## src/hdl/sdpll_cfg_pkg.sv

```systemverilog
// Package with register map, field layout and synthesis constants
package sdpll_cfg_pkg;

  // Register offsets
  localparam logic [7:0] ADDR_OUT_EN = 8'h60;
  localparam logic [7:0] ADDR_DPLL_CTRL = 8'h64;
  localparam logic [7:0] ADDR_PHASE_CTRL = 8'h65;
  localparam logic [7:0] ADDR_STATUS = 8'h67;

  // Reset values
  localparam logic [7:0] RST_OUT_EN = 8'hf6;
  localparam logic [7:0] RST_DPLL_CTRL = 8'h01;
  localparam logic [7:0] RST_PHASE_CTRL = 8'h01;

  // Field positions
  localparam int BITS_EN_BIT = 5;
  localparam int COMP_EN_BIT = 4;
  localparam int SQUELCH_BIT = 6;
  localparam int DUTY_BIT = 5;
  localparam int RATE_BIT = 4;
  localparam int RUN_LSB = 0;
  localparam int PHASE_BIT = 7;

  // Run field codes
  localparam logic [2:0] RUN_OFF = 3'h0;
  localparam logic [2:0] RUN_ON = 3'h1;

  // Composite duty thresholds in eighths of a period
  localparam logic [2:0] DUTY_EVEN = 3'h4;
  localparam logic [2:0] DUTY_5_8 = 3'h5;

  // Synthesis timing
  localparam int ACC_W = 32;
  localparam longint CLK_HZ = 64'h17d7840;
  localparam longint SDH_HZ = 64'h1f4000;
  localparam longint SONET_HZ = 64'h178f40;
  localparam longint COMP_HZ = 64'hfa00;
  localparam logic [ACC_W-1:0] INC_SDH = ACC_W'((SDH_HZ << ACC_W) / CLK_HZ);
  localparam logic [ACC_W-1:0] INC_SONET = ACC_W'((SONET_HZ << ACC_W) / CLK_HZ);
  localparam logic [ACC_W-1:0] INC_COMP = ACC_W'((COMP_HZ << ACC_W) / CLK_HZ);

  typedef struct packed {
    logic spare;
    logic auto_output_squelch;
    logic composite_duty_select;
    logic output_rate_standard;
    logic spare3;
    logic [2:0] secondary_dpll_run;
  } dpll_ctrl_t;

  typedef struct packed {
    logic bits_clock;
    logic bits_oe;
    logic composite_clock;
    logic composite_oe;
  } out_pins_t;

endpackage

```

## src/hdl/phase_accum_clock.sv

```systemverilog
// Phase accumulator clock synthesiser with programmable duty threshold
`timescale 1ns/1ps
module phase_accum_clock #(
  parameter int W = 32
) (
  // Clock and control
  input wire logic clk_in,
  input wire logic rst_n_in,
  input wire logic ce_in,
  input wire logic run_in,
  // Frequency word and duty threshold
  input wire logic [W-1:0] inc_in,
  input wire logic [2:0] thresh_in,
  // Synthesised clock
  output logic clk_out
);

  initial begin
    if (W < 8) begin
      $error("phase_accum_clock: W must be at least 8");
    end
  end

  logic [W-1:0] acc_q;
  logic [W-1:0] acc_d;
  logic high_d;

  // Stopped path restarts from phase zero for a clean first edge
  assign acc_d = run_in ? acc_q + inc_in : '0;
  assign high_d = run_in && (acc_d[W-1:W-3] < thresh_in);

  always_ff @(posedge clk_in or negedge rst_n_in) begin
    if (!rst_n_in) begin
      acc_q <= '0;
      clk_out <= 1'b0;
    end else if (ce_in) begin
      acc_q <= acc_d;
      clk_out <= high_d;
    end
  end

endmodule

```

## src/hdl/secondary_dpll_output_config.sv

```systemverilog
// Secondary DPLL path control, output synthesis, squelch and registers
// Overview of operation
// - With auto squelch set, failed path inputs disable both outputs, else enables rule.
// - The composite clock runs 50:50 duty when duty select is 0 and 5:8 when it is 1.
// - The bits clock runs at 2.048 MHz when rate standard is 0 and 1.544 MHz when 1.
// - Phase measure mode stops the DPLL and flags itself on phase_measure_mode_out.
// - Separate enable bits drive the bits and composite output enables; the two clocks are not gated by them.
//
// The address-and-strobe port is this design's own decision.
`timescale 1ns/1ps
module secondary_dpll_output_config #(
  parameter int ACC_W = sdpll_cfg_pkg::ACC_W
) (
  // Clock, reset, enable
  input wire logic clk_in,
  input wire logic rst_n_in,
  input wire logic ce_in,
  // Register port
  input wire logic [7:0] addr_in,
  input wire logic [7:0] wdata_in,
  input wire logic wr_in,
  input wire logic rd_in,
  output logic [7:0] rdata_out,
  // Path status from the input selector
  input wire logic path_inputs_failed_in,
  // Outputs
  output logic bits_clock_output_out,
  output logic bits_output_enable_out,
  output logic composite_clock_output_out,
  output logic composite_output_enable_out,
  output logic dpll_running_out,
  output logic phase_measure_mode_out
);

  initial begin
    if (ACC_W != sdpll_cfg_pkg::ACC_W) begin
      $error("secondary_dpll_output_config: ACC_W must match package increments");
    end
  end

  // Reset release synchroniser
  logic rst_meta_q;
  logic rst_sync_q;
  always_ff @(posedge clk_in or negedge rst_n_in) begin
    if (!rst_n_in) begin
      rst_meta_q <= 1'b0;
      rst_sync_q <= 1'b0;
    end else begin
      rst_meta_q <= 1'b1;
      rst_sync_q <= rst_meta_q;
    end
  end

  // Failure flag arrives from outside this clock domain
  logic fail_meta_q;
  logic fail_sync_q;
  always_ff @(posedge clk_in or negedge rst_sync_q) begin
    if (!rst_sync_q) begin
      fail_meta_q <= 1'b0;
      fail_sync_q <= 1'b0;
    end else if (ce_in) begin
      fail_meta_q <= path_inputs_failed_in;
      fail_sync_q <= fail_meta_q;
    end
  end

  // Register file
  logic [7:0] out_en_q;
  sdpll_cfg_pkg::dpll_ctrl_t ctrl_q;
  logic [7:0] phase_ctrl_q;
  logic [7:0] rdata_d;
  logic [7:0] status_w;
  logic hit_out_en;
  logic hit_ctrl;
  logic hit_phase;
  logic hit_status;

  assign hit_out_en = addr_in == sdpll_cfg_pkg::ADDR_OUT_EN;
  assign hit_ctrl = addr_in == sdpll_cfg_pkg::ADDR_DPLL_CTRL;
  assign hit_phase = addr_in == sdpll_cfg_pkg::ADDR_PHASE_CTRL;
  assign hit_status = addr_in == sdpll_cfg_pkg::ADDR_STATUS;

  always_ff @(posedge clk_in or negedge rst_sync_q) begin
    if (!rst_sync_q) begin
      out_en_q <= sdpll_cfg_pkg::RST_OUT_EN;
      ctrl_q <= sdpll_cfg_pkg::RST_DPLL_CTRL;
      phase_ctrl_q <= sdpll_cfg_pkg::RST_PHASE_CTRL;
    end else if (ce_in && wr_in) begin
      if (hit_out_en) begin
        out_en_q <= wdata_in;
      end
      if (hit_ctrl) begin
        ctrl_q <= wdata_in;
      end
      if (hit_phase) begin
        phase_ctrl_q <= wdata_in;
      end
    end
  end

  // Unused control bits read back as written; unmapped reads give zero
  assign status_w = {4'h0, fail_sync_q, phase_measure_mode_out,
                     bits_output_enable_out, dpll_running_out};
  assign rdata_d = hit_out_en ? out_en_q :
                   hit_ctrl ? ctrl_q :
                   hit_phase ? phase_ctrl_q :
                   hit_status ? status_w : 8'h00;

  always_ff @(posedge clk_in or negedge rst_sync_q) begin
    if (!rst_sync_q) begin
      rdata_out <= 8'h00;
    end else if (ce_in) begin
      rdata_out <= rd_in ? rdata_d : 8'h00;
    end
  end

  // Path control decode
  logic phase_mode_w;
  logic run_w;
  logic squelch_w;
  logic bits_oe_d;
  logic comp_oe_d;
  logic [ACC_W-1:0] bits_inc_w;
  logic [2:0] comp_thresh_w;

  assign phase_mode_w = phase_ctrl_q[sdpll_cfg_pkg::PHASE_BIT];
  // Undefined run codes are treated as off rather than guessed at
  assign run_w = (ctrl_q.secondary_dpll_run == sdpll_cfg_pkg::RUN_ON)
                 && !phase_mode_w;
  assign squelch_w = ctrl_q.auto_output_squelch && fail_sync_q;
  assign bits_oe_d = out_en_q[sdpll_cfg_pkg::BITS_EN_BIT] && !squelch_w;
  assign comp_oe_d = out_en_q[sdpll_cfg_pkg::COMP_EN_BIT] && !squelch_w;
  assign bits_inc_w = ctrl_q.output_rate_standard ? sdpll_cfg_pkg::INC_SONET
                                                  : sdpll_cfg_pkg::INC_SDH;
  assign comp_thresh_w = ctrl_q.composite_duty_select ? sdpll_cfg_pkg::DUTY_5_8
                                                      : sdpll_cfg_pkg::DUTY_EVEN;

  always_ff @(posedge clk_in or negedge rst_sync_q) begin
    if (!rst_sync_q) begin
      bits_output_enable_out <= 1'b0;
      composite_output_enable_out <= 1'b0;
      dpll_running_out <= 1'b0;
      phase_measure_mode_out <= 1'b0;
    end else if (ce_in) begin
      bits_output_enable_out <= bits_oe_d;
      composite_output_enable_out <= comp_oe_d;
      dpll_running_out <= run_w;
      phase_measure_mode_out <= phase_mode_w;
    end
  end

  // Output synthesisers; both stop when the DPLL is off
  phase_accum_clock #(
    .W(ACC_W)
  ) u_bits_synth (
    .clk_in(clk_in),
    .rst_n_in(rst_sync_q),
    .ce_in(ce_in),
    .run_in(run_w),
    .inc_in(bits_inc_w),
    .thresh_in(sdpll_cfg_pkg::DUTY_EVEN),
    .clk_out(bits_clock_output_out)
  );

  phase_accum_clock #(
    .W(ACC_W)
  ) u_comp_synth (
    .clk_in(clk_in),
    .rst_n_in(rst_sync_q),
    .ce_in(ce_in),
    .run_in(run_w),
    .inc_in(sdpll_cfg_pkg::INC_COMP),
    .thresh_in(comp_thresh_w),
    .clk_out(composite_clock_output_out)
  );

  // Checker helpers: high-phase length of each clock and how long duty, rate and run
  // have held still. A setting change mid-period legally gives one odd phase, so
  // duty and rate are judged only on phases that fall well after the last change.
  localparam longint EIGHTH = 64'h1 << (ACC_W - 3);
  localparam logic [7:0] COMP_EVEN_MIN =
    8'((EIGHTH * sdpll_cfg_pkg::DUTY_EVEN) / sdpll_cfg_pkg::INC_COMP);
  localparam logic [7:0] COMP_WIDE_MIN =
    8'((EIGHTH * sdpll_cfg_pkg::DUTY_5_8) / sdpll_cfg_pkg::INC_COMP);
  localparam logic [7:0] BITS_SDH_MIN =
    8'((EIGHTH * sdpll_cfg_pkg::DUTY_EVEN) / sdpll_cfg_pkg::INC_SDH);
  localparam logic [7:0] BITS_SONET_MIN =
    8'((EIGHTH * sdpll_cfg_pkg::DUTY_EVEN) / sdpll_cfg_pkg::INC_SONET);
  localparam logic [9:0] SETTLE_MIN = 10'((64'h2 << ACC_W) / sdpll_cfg_pkg::INC_COMP);

  logic [7:0] bits_high_q;
  logic [7:0] bits_high_d;
  logic [7:0] comp_high_q;
  logic [7:0] comp_high_d;
  logic duty_seen_q;
  logic rate_seen_q;
  logic run_seen_q;
  logic cfg_same_w;
  logic [9:0] settle_q;
  logic [9:0] settle_d;
  logic bits_fall_w;
  logic comp_fall_w;
  logic settled_w;

  assign bits_high_d = !bits_clock_output_out ? 8'h00 :
                       (bits_high_q == 8'hff) ? bits_high_q : bits_high_q + 8'h01;
  assign comp_high_d = !composite_clock_output_out ? 8'h00 :
                       (comp_high_q == 8'hff) ? comp_high_q : comp_high_q + 8'h01;
  assign cfg_same_w = (ctrl_q.composite_duty_select == duty_seen_q)
                      && (ctrl_q.output_rate_standard == rate_seen_q)
                      && (run_w == run_seen_q);
  assign settle_d = !cfg_same_w ? 10'h000 :
                    (settle_q == 10'h3ff) ? settle_q : settle_q + 10'h001;
  assign bits_fall_w = !bits_clock_output_out && (bits_high_q != 8'h00);
  assign comp_fall_w = !composite_clock_output_out && (comp_high_q != 8'h00);
  assign settled_w = settle_q >= SETTLE_MIN;

  always_ff @(posedge clk_in or negedge rst_sync_q) begin
    if (!rst_sync_q) begin
      bits_high_q <= 8'h00;
      comp_high_q <= 8'h00;
      duty_seen_q <= 1'b0;
      rate_seen_q <= 1'b0;
      run_seen_q <= 1'b0;
      settle_q <= 10'h000;
    end else if (ce_in) begin
      bits_high_q <= bits_high_d;
      comp_high_q <= comp_high_d;
      duty_seen_q <= ctrl_q.composite_duty_select;
      rate_seen_q <= ctrl_q.output_rate_standard;
      run_seen_q <= run_w;
      settle_q <= settle_d;
    end
  end
endmodule

```

## config.mk

```make
export PLATFORM = sky130hd
export DESIGN_NAME = secondary_dpll_output_config
export DESIGN_NICKNAME = d
export VERILOG_FILES = /design/src/hdl/sdpll_cfg_pkg.sv /design/src/hdl/phase_accum_clock.sv /design/src/hdl/secondary_dpll_output_config.sv
export SDC_FILE = /design/constraint.sdc
export NUM_CORES = 1
export LEC_CHECK = 0
export BUFFER_PORTS_ARGS = -buffer_cell sky130_fd_sc_hd__buf_2
export CELL_PAD_IN_SITES_DETAIL_PLACEMENT = 0
export CELL_PAD_IN_SITES_GLOBAL_PLACEMENT = 1
export CORE_UTILIZATION = 50
export CTS_CLUSTER_SIZE = 8
export DETAILED_ROUTE_END_ITERATION = 10
export PLACE_DENSITY = 0.92
export SETUP_SLACK_MARGIN = 0.1
export SYNTH_ARGS = -nofsm -noshare
export SYNTH_HDL_FRONTEND = slang
export SYNTH_HIERARCHICAL = 1
export SYNTH_SLANG_ARGS = --single-unit
```

## constraint.sdc

```tcl
create_clock -name clk_in -period 7.7 [get_ports clk_in]
set_input_delay 1.54 -clock clk_in [delete_from_list [all_inputs] [get_ports clk_in]]
set_output_delay 1.54 -clock clk_in [all_outputs]
set_load 0.01 [all_outputs]
```

Word level (Yosys, flattened, before mapping)
Index checks and enable logic that the tools add are counted.
Word-level totals
  bits in registers: 106
  logic and storage cells: 51
Operators by class
  reduce and logical (&&, ||, !) cells: 12
  add/subtract/negate cells: 2
  equality and inequality tests: 5
  mux-type cells: 9
  magnitude comparators: 2
Operators by type and width (count)
  32-bit 2-to-1 mux: 2
  32-bit by 24-bit adder with 32-bit output (second input constant): 1
  32-bit by 29-bit adder with 32-bit output: 1
  8-bit by 7-bit equality test with 1-bit output (second input constant): 4
  8-bit 2-to-1 mux: 4
  29-bit 2-to-1 mux: 1
  1-bit logical AND: 7
  2-bit AND reduction: 3
  4-bit 2-to-1 mux: 1
  3-bit by 1-bit equality test with 1-bit output (second input constant): 1
  3-bit < comparator: 1
  3-bit < comparator (second input constant): 1
  1-bit logical NOT: 2
  1-bit 2-to-1 mux: 1

Depth between registers and ports, before layout
Gate-level depths: netlist of the first run.
  word-level depth: 6
  gate-level depth with buffers: 15
  gate-level depth less buffers: 15

Modules after synthesis
Netlist of the first run, hierarchy kept.
Modules (own cells, without submodules)
  phase_accum_clock (u_comp_synth): area each 3136.8 sq um, sequential area each 825.8 sq um, times used 1, cells each 360
  phase_accum_clock (u_bits_synth): area each 3083.0 sq um, sequential area each 825.8 sq um, times used 1, cells each 367
  secondary_dpll_output_config: area each 1913.1 sq um, sequential area each 1011.0 sq um, times used 1, cells each 145

Worst setup path after synthesis of the first run
No wires, ideal clock.
  path type: register to register
  start: register ctrl_q[4] (netlist bit)
  end: register u_bits_synth.clk_out
  setup time: 0.077 ns
  arrival: 2.919 ns
  stages on the path, launching flop included: 14
  buffers on the path: 0
  clock period less this slack: 2.996 ns
  setup slack: 4.704 ns
  cell sequence: dfrtp_1 -> inv_1 -> ha_1 -> and3_1 -> and2_1 -> a221oi_1 -> o2111a_1 -> nor3_1 -> nor3_1 -> ha_1 -> nor2b_1 -> o21ai_0 -> a21oi_1 -> a21oi_1
On the way
  cells in the longest elaborated chain, start to end: 5
RTL lines
  from (decl): line secondary_dpll_output_config.sv:69  | sdpll_cfg_pkg::dpll_ctrl_t ctrl_q;
  from (signal assigned): line secondary_dpll_output_config.sv:86  | ctrl_q <= sdpll_cfg_pkg::RST_DPLL_CTRL;
  from (signal assigned): line secondary_dpll_output_config.sv:93  | ctrl_q <= wdata_in;
  29-bit 2-to-1 mux: line secondary_dpll_output_config.sv:133  | assign bits_inc_w = ctrl_q.output_rate_standard ? sdpll_cfg_pkg::INC_SONET
  via bits_inc_w[10]: line secondary_dpll_output_config.sv:123  | logic [ACC_W-1:0] bits_inc_w;
  32-bit by 29-bit adder with 32-bit output: line phase_accum_clock.sv:29  | assign acc_d = run_in ? acc_q + inc_in : '0;
  32-bit 2-to-1 mux: line phase_accum_clock.sv:29
  via u_bits_synth.acc_d[30]: line phase_accum_clock.sv:25  | logic [W-1:0] acc_d;
  3-bit < comparator: line phase_accum_clock.sv:30  | assign high_d = run_in && (acc_d[W-1:W-3] < thresh_in);
  1-bit logical AND: line phase_accum_clock.sv:30
  to (signal assigned): line phase_accum_clock.sv:38  | clk_out <= high_d;
  to (decl): line phase_accum_clock.sv:15  | output logic clk_out
The timed path passes the listed nets, and every way through them passes these cells.
A chain may end at the register's enable or synchronous reset.

Worst setup path in the final report of the first run
Ends and elaborated chain as after synthesis.

==> impl_metrics.py, run 1 <==
metrics = {
    "run_status": {
        "status": "completed",
    },
    "sta": {
        "rsz0062_at_grt": "false",
        "fin_crit_ns": 3.61,
        "hold_violations": 0,
        "final.setup.worst_slack_ns": 4.09,
        "setup-tns-final_ns": 0,
        "tightest_slew_ns": 1.24,
        "finalCritPeriodShare_pct": 46.9,
        "drv_slew": 0,
        "max-slew-margin-rel_pct": 17.1,
        "fin_skew_ns": 0.0111,
        "fmax_mhz": 277,
        "setup_viol": 0,
    },
    "clock_tree": {
        "clockBufferDepth": 2,
        "cts_resized": 0,
        "cts.sinks": 106,
        "cts_tree": "yes",
        "h-tree-depth": 3,
        "clock-root-buffer": "clkbuf_16",
        "cts_inserted_buffers": 9,
        "hold_buffers": 0,
        "clk_latency_ns": 0.37,
        "post-cts-setup-buffers": 0,
        "clk_pin_slew_ns": 0.08,
    },
    "drt": {
        "ant_nets": 0,
        "avgViaCountPerCell": 5.93,
        "drc_errors": 0,
        "drt_iter0_markers": 528,
        "drt_wl_total_mm": 18.7,
        "dr_total_vias": 6877,
        "wl_per_cell_um": 16.2,
        "dr.pass1.iters": 5,
    },
    "synthesis": {
        "netlist_area_um2": 8130,
        "synth.area.top_cells": "dfrtp_1, ha_1, mux2_2, a21oi_1, a22o_1",
        "synthCells": 872,
        "yosysTopAreaCell": "dfrtp_1",
        "synthArstFlopShare_pct": 100,
        "yosys_most_used_dff": "dfrtp_1",
        "avgSynthCellArea_um2": 9.33,
        "post-synth-top-area-fraction_pct": 30.2,
        "ys_top_cells_by_count": "dfrtp_1, nand2_1, ha_1",
        "synth_edf_count": 0,
        "yosysMostFrequentCell": "dfrtp_1",
        "yosys_warnings": 6,
        "synth_cell_types": 98,
        "yosysSeqAreaShare_pct": 32.7,
        "synth_seq_cells": 106,
    },
    "worst_setup_path": {
        "critPathArrivalTime_ns": 3.92,
        "path_class": "flip-flop to flip-flop",
        "critPathCaptureType": "flip-flop",
        "r2r_cells": 13,
        "cp-startpoint": "ctrl_q[4]$_DFFE_PN0P_",
        "r2r_end": "u_bits_synth/clk_out$_DFFE_PN0P_",
        "cp.required_ns": 8.01,
        "critPathMaxStageDelay_ns": 0.68,
        "critPathCapture": "u_bits_synth/clk_out$_DFFE_PN0P_",
        "path_max_fanout": 12,
        "r2r-start": "ctrl_q[4]$_DFFE_PN0P_",
        "cp_slowest_cell": "dfrtp_1",
        "worstPathCellList": "inv_1 -> ha_1 -> and3_1 -> and2_1 -> a221oi_1 -> o2111a_1 -> nor3_1 -> nor3_1 -> ha_1 -> nor2b_1 -> o21ai_0 -> a21oi_1 -> a21oi_1",
        "r2r_slack_ns": 4.09,
        "start_kind": "flip-flop",
    },
    "layout": {
        "final_net_count": 1028,
        "drive_gt1_share_pct": 14.0,
        "area_growth_pct": 10.3,
        "antenna_cells": 0,
    },
    "run": {
        "cap_viol_max_count": 0,
    },
    "die": {
        "fp-row-count": 46,
        "initial_core_util_pct": 51.2,
        "io_pins": 36,
        "die_w_um": 130,
        "core_area_um2": 15900,
        "die_h_um": 130,
        "dieArea_um2": 16800,
    },
    "grt": {
        "grt_pass1_wl_mm": 32.1,
        "grt_max_degree": 57,
        "grt_usage_pct": 24.1,
        "antenna_found_initial": 0,
        "grt_overflow_total": 0,
        "grt_pass1_vias": 6580,
    },
    "power_and_ir_drop": {
        "netSwitchingFraction_pct": 28.6,
        "pwr-share-clk_pct": 39.5,
        "combPwrFrac_pct": 14.0,
        "power.leakage_nw": 4.41,
        "p_seq_share_pct": 46.5,
        "powerDensity_nw_per_um2": 140,
        "peakVddDrop_uv": 105,
        "p_int_w": 0.000897,
        "p_switching_w": 0.000359,
    },
    "place": {
        "place_congestion": 0.841,
        "io_buffers": 35,
        "post-place-ws_ns": 3.84,
        "place_hpwl_mm": 13.4,
    },
    "hold_path": {
        "hp-class": "flip-flop to async pin",
    },
}
## cell families after synthesis
kind of cell,Yosys count,share of synthesized area [%]
and+or+nand+nor,255,17.0
DFF,106,32.7
AOI/OAI and AO/OA,293,26.5
xor gates and xnor gates,38,4.09
other,2,0.0923
muxes,39,5.34
adders and majority gates,68,10.6
buffers and inverters,71,3.60
## routing by layer
layer	GRT usage, %	vias to the layer above	wire length [µm]
met3	3.96	14	752
met1	33.0	3303	9110
met4	7.32	0	202
met2	39.2	148	8670
li1	-	3412	-
met5	0	-	0
## power by group through the flow
stage | Clock, W | Sequential [W] | Combinational, W
final | 0.000496 | 0.000584 | 0.000176
after global placement | 0 | 0.000595 | 0.000172
after global routing | 0.000531 | 0.000587 | 0.000198
after CTS | 0.000513 | 0.000585 | 0.000174
after detailed placement | 0 | 0.000595 | 0.000174
after floorplan | 0 | 0.000596 | 0.000127
## sequential cells by signal, summed over array words and instances, names as in the netlist
name / count
rst_meta_q: 1
out_en_q: 8
bits_output_enable_out: 1
u_bits_synth/clk_out: 1
composite_output_enable_out: 1
phase_measure_mode_out: 1
rdata_out: 8
u_bits_synth/acc_q: 32
u_comp_synth/acc_q: 32
dpll_running_out: 1
rst_sync_q: 1
fail_meta_q: 1
fail_sync_q: 1
phase_ctrl_q: 8
u_comp_synth/clk_out: 1
ctrl_q: 8
## worst max-delay path: cells and delay by family, from the launching register on
family                     cells  cell delay [ns]
and+or+nand+nor                5             0.83
adders and majority gates      2             0.74
AOI/OAI and AO/OA              5             0.98
buffers and inverters          1             0.32
DFF                            1             0.68
## worst min-delay path by stage
stage / startpoint / end / slack [ns] / cells past startpoint
global route: rst_meta_q$_DFF_PN0_ / rst_sync_q$_DFF_PN0_ / 0.37 / 0
floorplan: rst_meta_q$_DFF_PN0_ / rst_sync_q$_DFF_PN0_ / 0.33 / 0
detailed placement: rst_meta_q$_DFF_PN0_ / rst_sync_q$_DFF_PN0_ / 0.34 / 0
finish: rst_sync_q$_DFF_PN0_ / ctrl_q[6]$_DFFE_PN0P_ / 0.36 / 0
CTS: rst_meta_q$_DFF_PN0_ / rst_sync_q$_DFF_PN0_ / 0.37 / 0
global placement: rst_meta_q$_DFF_PN0_ / rst_sync_q$_DFF_PN0_ / 0.35 / 0
## final cells by class
class                   instances  area, µm²
multi-input cells             753       5400
flip-flops and latches        106       2670
repair buffers                 40        213
well taps                     216        270
clock inverters                 6       82.6
fillers                      1464       6920
clock buffers                  10        229
inverters                      28        105
## per-stage QoR
step | hold slack (ns) | cell area (µm²) | util [%] | total power (W) | instances
after CTS | 0.365 | 8970 | 56.5 | 0.00127 | 1159
after detailed placement | 0.336 | 8660 | 54.5 | 0.000769 | 1143
after global placement | 0.346 | 8660 | 54.5 | 0.000767 | 1143
after global routing | 0.368 | 8970 | 56.5 | 0.00132 | 1159
final | 0.355 | 8970 | 56.5 | 0.00126 | 1159
after floorplan | 0.331 | 8350 | - | 0.000723 | 930
## placed cells by master, fill, tap and decap left out, types with 6 or more instances in the layout
master / count
xnor2_1: 25
buf_2: 35
nand3_1: 23
inv_1: 27
nand2b_1: 11
a211oi_1: 6
o21ai_0: 43
xor2_1: 13
o21ai_1: 6
nor2b_1: 11
a22o_1: 36
nand4_1: 20
a21oi_1: 63
a221oi_1: 8
nand2_1: 72
conb_1: 60
dfstp_2: 8
a32o_1: 10
nor3_1: 19
nor2_1: 43
clkbuf_16: 9
and3_1: 9
nand3b_1: 6
ha_1: 66
or3_1: 8
a22oi_1: 6
mux2_2: 32
a31oi_1: 6
a21o_1: 24
dfrtp_1: 97
o21bai_1: 6
No activity file was read; power rests on OpenSTA's default activity.
==> run 2: changes to the inputs <==
- CORE_UTILIZATION: 50 -> 45
- PLACE_DENSITY: 0.92 -> 0.88
- clock period: 7.7 -> 3.17 ns (I/O delays scaled with it)
==> impl_metrics.py, run 2 (synthesis gave the netlist of run 1 again) <==
metrics = {
    "grt": {
        "grt_usage_pct": 23.0,
        "grt_pass1_vias": 6840,
        "antenna_found_initial": 0,
        "grt_max_degree": 58,
        "grt_pass1_wl_mm": 34.0,
        "grt_overflow_total": 0,
    },
    "worst_setup_path": {
        "path_max_fanout": 9,
        "critPathArrivalTime_ns": 3.18,
        "cp.required_ns": 3.40,
        "path_class": "flip-flop to flip-flop",
        "start_kind": "flip-flop",
        "critPathCaptureType": "flip-flop",
    },
    "power_and_ir_drop": {
        "peakVddDrop_uv": 246,
        "powerDensity_nw_per_um2": 319,
        "power.leakage_nw": 4.63,
        "finalPower_w": 0.00307,
    },
    "clock_tree": {
        "clk_pin_slew_ns": 0.08,
        "clock-root-buffer": "clkbuf_16",
        "cts_tree": "yes",
        "cts.sinks": 106,
        "cts_inserted_buffers": 9,
        "clk_latency_ns": 0.37,
        "hold_buffers": 0,
        "h-tree-depth": 3,
        "clockBufferDepth": 2,
    },
    "layout": {
        "drive_gt1_share_pct": 22.0,
        "layout_common_cells": "dfrtp_1, nand2_1, conb_1, a21oi_1, ha_1",
        "final_common_cell": "dfrtp_1",
        "reg_top3": "u_bits_synth/acc_q (32), u_comp_synth/acc_q (32)",
        "area_growth_pct": 18.3,
        "antenna_cells": 0,
        "multi_input_area_um2": 5670,
        "final_net_count": 1074,
        "fillers": 1611,
        "seq_area_um2": 2670,
        "postLayoutCellArea_um2": 9620,
    },
    "drt": {
        "dr.pass1.iters": 7,
        "drt_wl_total_mm": 20.6,
        "avgViaCountPerCell": 5.82,
        "drc_errors": 0,
        "ant_nets": 0,
        "wl_per_cell_um": 16.9,
        "drt_iter0_markers": 405,
        "dr_total_vias": 7063,
    },
    "sta": {
        "fin_crit_ns": 2.95,
        "hold_violations": 0,
        "max-slew-margin-rel_pct": 56.7,
        "drv_slew": 0,
        "finalCritPeriodShare_pct": 93.0,
        "setup_viol": 0,
        "rsz0062_at_grt": "true",
        "fin_skew_ns": 0.0151,
        "fmax_mhz": 339,
        "setup-tns-final_ns": 0,
        "tightest_slew_ns": 0.649,
    },
    "die": {
        "io_pins": 36,
        "die_w_um": 136,
        "die_h_um": 136,
        "initial_core_util_pct": 46.5,
        "dieArea_um2": 18600,
        "core_area_um2": 17500,
        "fp-row-count": 48,
    },
    "run_status": {
        "status": "completed",
    },
    "place": {
        "io_buffers": 35,
        "place_area_um2": 8970,
        "place_congestion": 0.926,
        "place_hpwl_mm": 14.7,
    },
    "hold_path": {
        "hp-class": "primary input to async pin",
    },
    "run": {
        "cap_viol_max_count": 0,
    },
}
## run 2: metal layers
layer / track usage [%] / wire (µm)
met5: 0 / 0
met4: 6.23 / 221
met3: 3.09 / 703
met2: 37.8 / 9800
met1: 31.4 / 9830
## run 2: area by class of cell
class                           count  share of cell area (%)
Clock buffer                        9                    2.34
Clock inverter                      7                   0.976
Inverter                           28                    1.09
Multi-Input combinational cell    753                    58.9
Sequential cell                   106                    27.7
Tap cell                          225                    2.93
Timing Repair Buffer               86                    6.01
## run 2: final timing paths
| kind | end | slack, ns | startpoint | cells past startpoint |
|---|---|---|---|---|
| setup / recovery | u_bits_synth/clk_out$_DFFE_PN0P_ | 0.22 | ctrl_q[4]$_DFFE_PN0P_ | 13 |
| hold / removal | rst_sync_q$_DFF_PN0_ | 0.03 | rst_n_in | 1 |
| setup reg to reg | u_bits_synth/clk_out$_DFFE_PN0P_ | 0.22 | ctrl_q[4]$_DFFE_PN0P_ | 13 |
| hold reg to reg | phase_ctrl_q[6]$_DFFE_PN0P_ | 0.36 | rst_sync_q$_DFF_PN0_ | 0 |
| max in group asynchronous | u_bits_synth/acc_q[18]$_DFFE_PN0P_ | 2.05 | rst_sync_q$_DFF_PN0_ | 1 |
| min in group clk_in | rst_sync_q$_DFF_PN0_ | 0.36 | rst_meta_q$_DFF_PN0_ | 0 |
## run 2: critical path: stages (launching register included)
cell and delay (ns):
dfrtp_1 0.42, buf_6 0.18, ha_1 0.40, a21oi_1 0.19
o21a_1 0.16, o221ai_1 0.19, a22o_1 0.26, a21oi_2 0.18
mux2i_1 0.27, a21o_1 0.12, ha_1 0.15, o21ai_0 0.08
a21oi_1 0.15, a21oi_1 0.06
## run 2: per-stage QoR
stage	utilization [%]	setup slack [ns]	hold slack [ns]	instances
2_1_floorplan	-	0.174	0.331	930
3_3_place_gp	51.3	0.155	0.337	1190
3_5_place_dp	51.3	0.0462	0.340	1190
4_1_cts	53.4	0.103	0.0195	1206
5_1_grt	55.0	0.0450	0.0196	1214
6_report	55.0	0.221	0.0317	1214
## run 2: timing repair
item,in CTS,in global routing
setup endpoints to repair,1,2
pin swaps,2,18
buffers inserted,0,8
resized for setup,7,46
## run 2: where the power goes
group | switching, W | total (W) | internal (W)
clock network | 0.000605 | 0.00117 | 0.000569
registers | 0.0000338 | 0.00142 | 0.00139
logic | 0.000286 | 0.000478 | 0.000191
==> run 3: changes to the inputs <==
- CORE_UTILIZATION: 45 -> 40
- PLACE_DENSITY: 0.88 -> 0.81
==> impl_metrics.py, run 3 (synthesis gave the netlist of run 1 again) <==
metrics = {
    "run_status": {
        "status": "completed",
    },
    "run": {
        "cap_viol_max_count": 0,
    },
    "worst_setup_path": {
        "start_kind": "flip-flop",
        "cp.required_ns": 3.43,
        "r2r_slack_ns": 0.20,
        "cp-startpoint": "u_comp_synth/acc_q[10]$_DFFE_PN0P_",
        "r2r-start": "u_comp_synth/acc_q[10]$_DFFE_PN0P_",
        "r2r_cells": 13,
        "path_max_fanout": 5,
        "critPathCaptureType": "flip-flop",
        "critPathCapture": "u_comp_synth/clk_out$_DFFE_PN0P_",
        "critPathArrivalTime_ns": 3.23,
        "path_class": "flip-flop to flip-flop",
        "r2r_end": "u_comp_synth/clk_out$_DFFE_PN0P_",
    },
    "die": {
        "dieArea_um2": 20900,
        "core_area_um2": 19700,
        "initial_core_util_pct": 41.2,
        "die_h_um": 145,
        "io_pins": 36,
        "fp-row-count": 51,
        "die_w_um": 145,
    },
    "power_and_ir_drop": {
        "powerDensity_nw_per_um2": 320,
        "power.leakage_nw": 4.63,
        "finalPower_w": 0.00311,
        "peakVddDrop_uv": 239,
    },
    "layout": {
        "area_growth_pct": 19.3,
        "drive_gt1_share_pct": 22.4,
        "final_net_count": 1069,
        "antenna_cells": 0,
        "final_common_cell": "dfrtp_1",
        "reg_top3": "u_bits_synth/acc_q (32), u_comp_synth/acc_q (32)",
        "layout_common_cells": "dfrtp_1, nand2_1, conb_1, a21oi_1, ha_1",
        "fillers": 1845,
        "seq_area_um2": 2670,
        "multi_input_area_um2": 5720,
    },
    "clock_tree": {
        "clockBufferDepth": 2,
        "cts_tree": "yes",
        "clock-root-buffer": "clkbuf_16",
        "h-tree-depth": 3,
        "clk_latency_ns": 0.37,
        "cts.sinks": 106,
        "cts_inserted_buffers": 9,
        "clk_pin_slew_ns": 0.09,
        "hold_buffers": 0,
    },
    "sta": {
        "final.setup.worst_slack_ns": 0.201,
        "max-slew-margin-rel_pct": 40.3,
        "fmax_mhz": 337,
        "setup-tns-final_ns": 0,
        "tightest_slew_ns": 0.896,
        "setup_viol": 0,
        "fin_crit_ns": 2.97,
        "drv_slew": 0,
        "rsz0062_at_grt": "true",
        "hold_violations": 0,
        "finalCritPeriodShare_pct": 93.7,
        "fin_skew_ns": 0.0223,
    },
    "grt": {
        "grt_usage_pct": 20.4,
        "grt_overflow_total": 0,
        "grt_pass1_vias": 6823,
        "grt_pass1_wl_mm": 33.7,
        "top_usage_layer": "met2",
        "grt_max_degree": 47,
        "antenna_found_initial": 0,
        "use_met1_pct": 27.9,
        "met2_usage_pct": 33.0,
        "gr-usage-met3_pct": 2.85,
    },
    "drt": {
        "avgViaCountPerCell": 5.68,
        "drc_errors": 0,
        "drt_iter0_markers": 437,
        "wl_per_cell_um": 16.4,
        "ant_nets": 0,
        "drt_wl_total_mm": 20.5,
        "dr_total_vias": 7091,
        "dr.pass1.iters": 5,
    },
    "hold_path": {
        "hp-class": "primary input to async pin",
    },
    "place": {
        "place_hpwl_mm": 14.8,
        "post-place-ws_ns": -0.0224,
        "io_buffers": 35,
        "place_congestion": 0.879,
    },
}
[run 3: cell count changes in the layout (fill, tap and decap cells not counted), sizes merged]
| cell | delta |
|---|---|
| inv | +1 |
| clkbuf | +1 |
| clkinv | -1 |
| buf | -6 |
[run 3: area by class of cell]
cell class / count / share of cell area, %
multi-input combinational: 753 / 59.0
clock buffer: 9 / 2.32
timing repair buffer: 81 / 5.75
tap: 265 / 3.42
sequential: 106 / 27.5
clock inverter: 7 / 0.916
inverter: 28 / 1.11
[run 3: timing repair]
item,4_1_cts,5_1_grt
setup buffers,0,6
setup endpoints to repair,1,5
pin swaps,0,25
cloned,0,1
resized for setup,7,56
[run 3: worst max-delay path, cell delays in order (launching register included)]
cell      delay (ns)
dfrtp_1         0.42
ha_4            0.30
nand4_1         0.18
nor3_2          0.30
a311oi_2        0.14
a21oi_2         0.23
a41oi_2         0.17
xnor2_2         0.18
and2_1          0.19
ha_4            0.27
and3_4          0.17
nand4_1         0.09
mux2i_1         0.17
nor2_1          0.06
[run 3: metal layers]
layer	wire [µm]	share of wire [%]
met5	0	0
met4	413	2.0
met3	715	3.5
met2	9620	47
met1	9790	48
[run 3: where the power goes]
| part | internal (W) | switching (W) |
|---|---|---|
| clock | 0.000570 | 0.000633 |
| sequential | 0.00139 | 0.0000328 |
| combinational | 0.000195 | 0.000289 |
| total | 0.00215 | 0.000955 |
[run 3: worst min-delay path by stage]
stage / endpoint / slack (ns) / cells after the start / start
6_report: rst_sync_q$_DFF_PN0_ / 0.02 / 1 / rst_n_in
5_1_grt: rst_sync_q$_DFF_PN0_ / 0.008 / 1 / rst_n_in
4_1_cts: rst_sync_q$_DFF_PN0_ / 0.006 / 1 / rst_n_in
3_5_place_dp: rst_sync_q$_DFF_PN0_ / 0.34 / 0 / rst_meta_q$_DFF_PN0_
3_3_place_gp: rst_sync_q$_DFF_PN0_ / 0.34 / 0 / rst_meta_q$_DFF_PN0_
2_1_floorplan: rst_sync_q$_DFF_PN0_ / 0.33 / 0 / rst_meta_q$_DFF_PN0_
[run 3: metrics by stage]
step,cells,cell area [µm²],utilization [%],hold WS [ns]
after floorplan,930,8350,-,0.331
after global placement,1226,8990,45.6,0.343
after detailed placement,1226,8990,45.6,0.338
after CTS,1242,9330,47.3,0.00623
after global routing,1249,9700,49.2,0.00789
final,1249,9700,49.2,0.0205
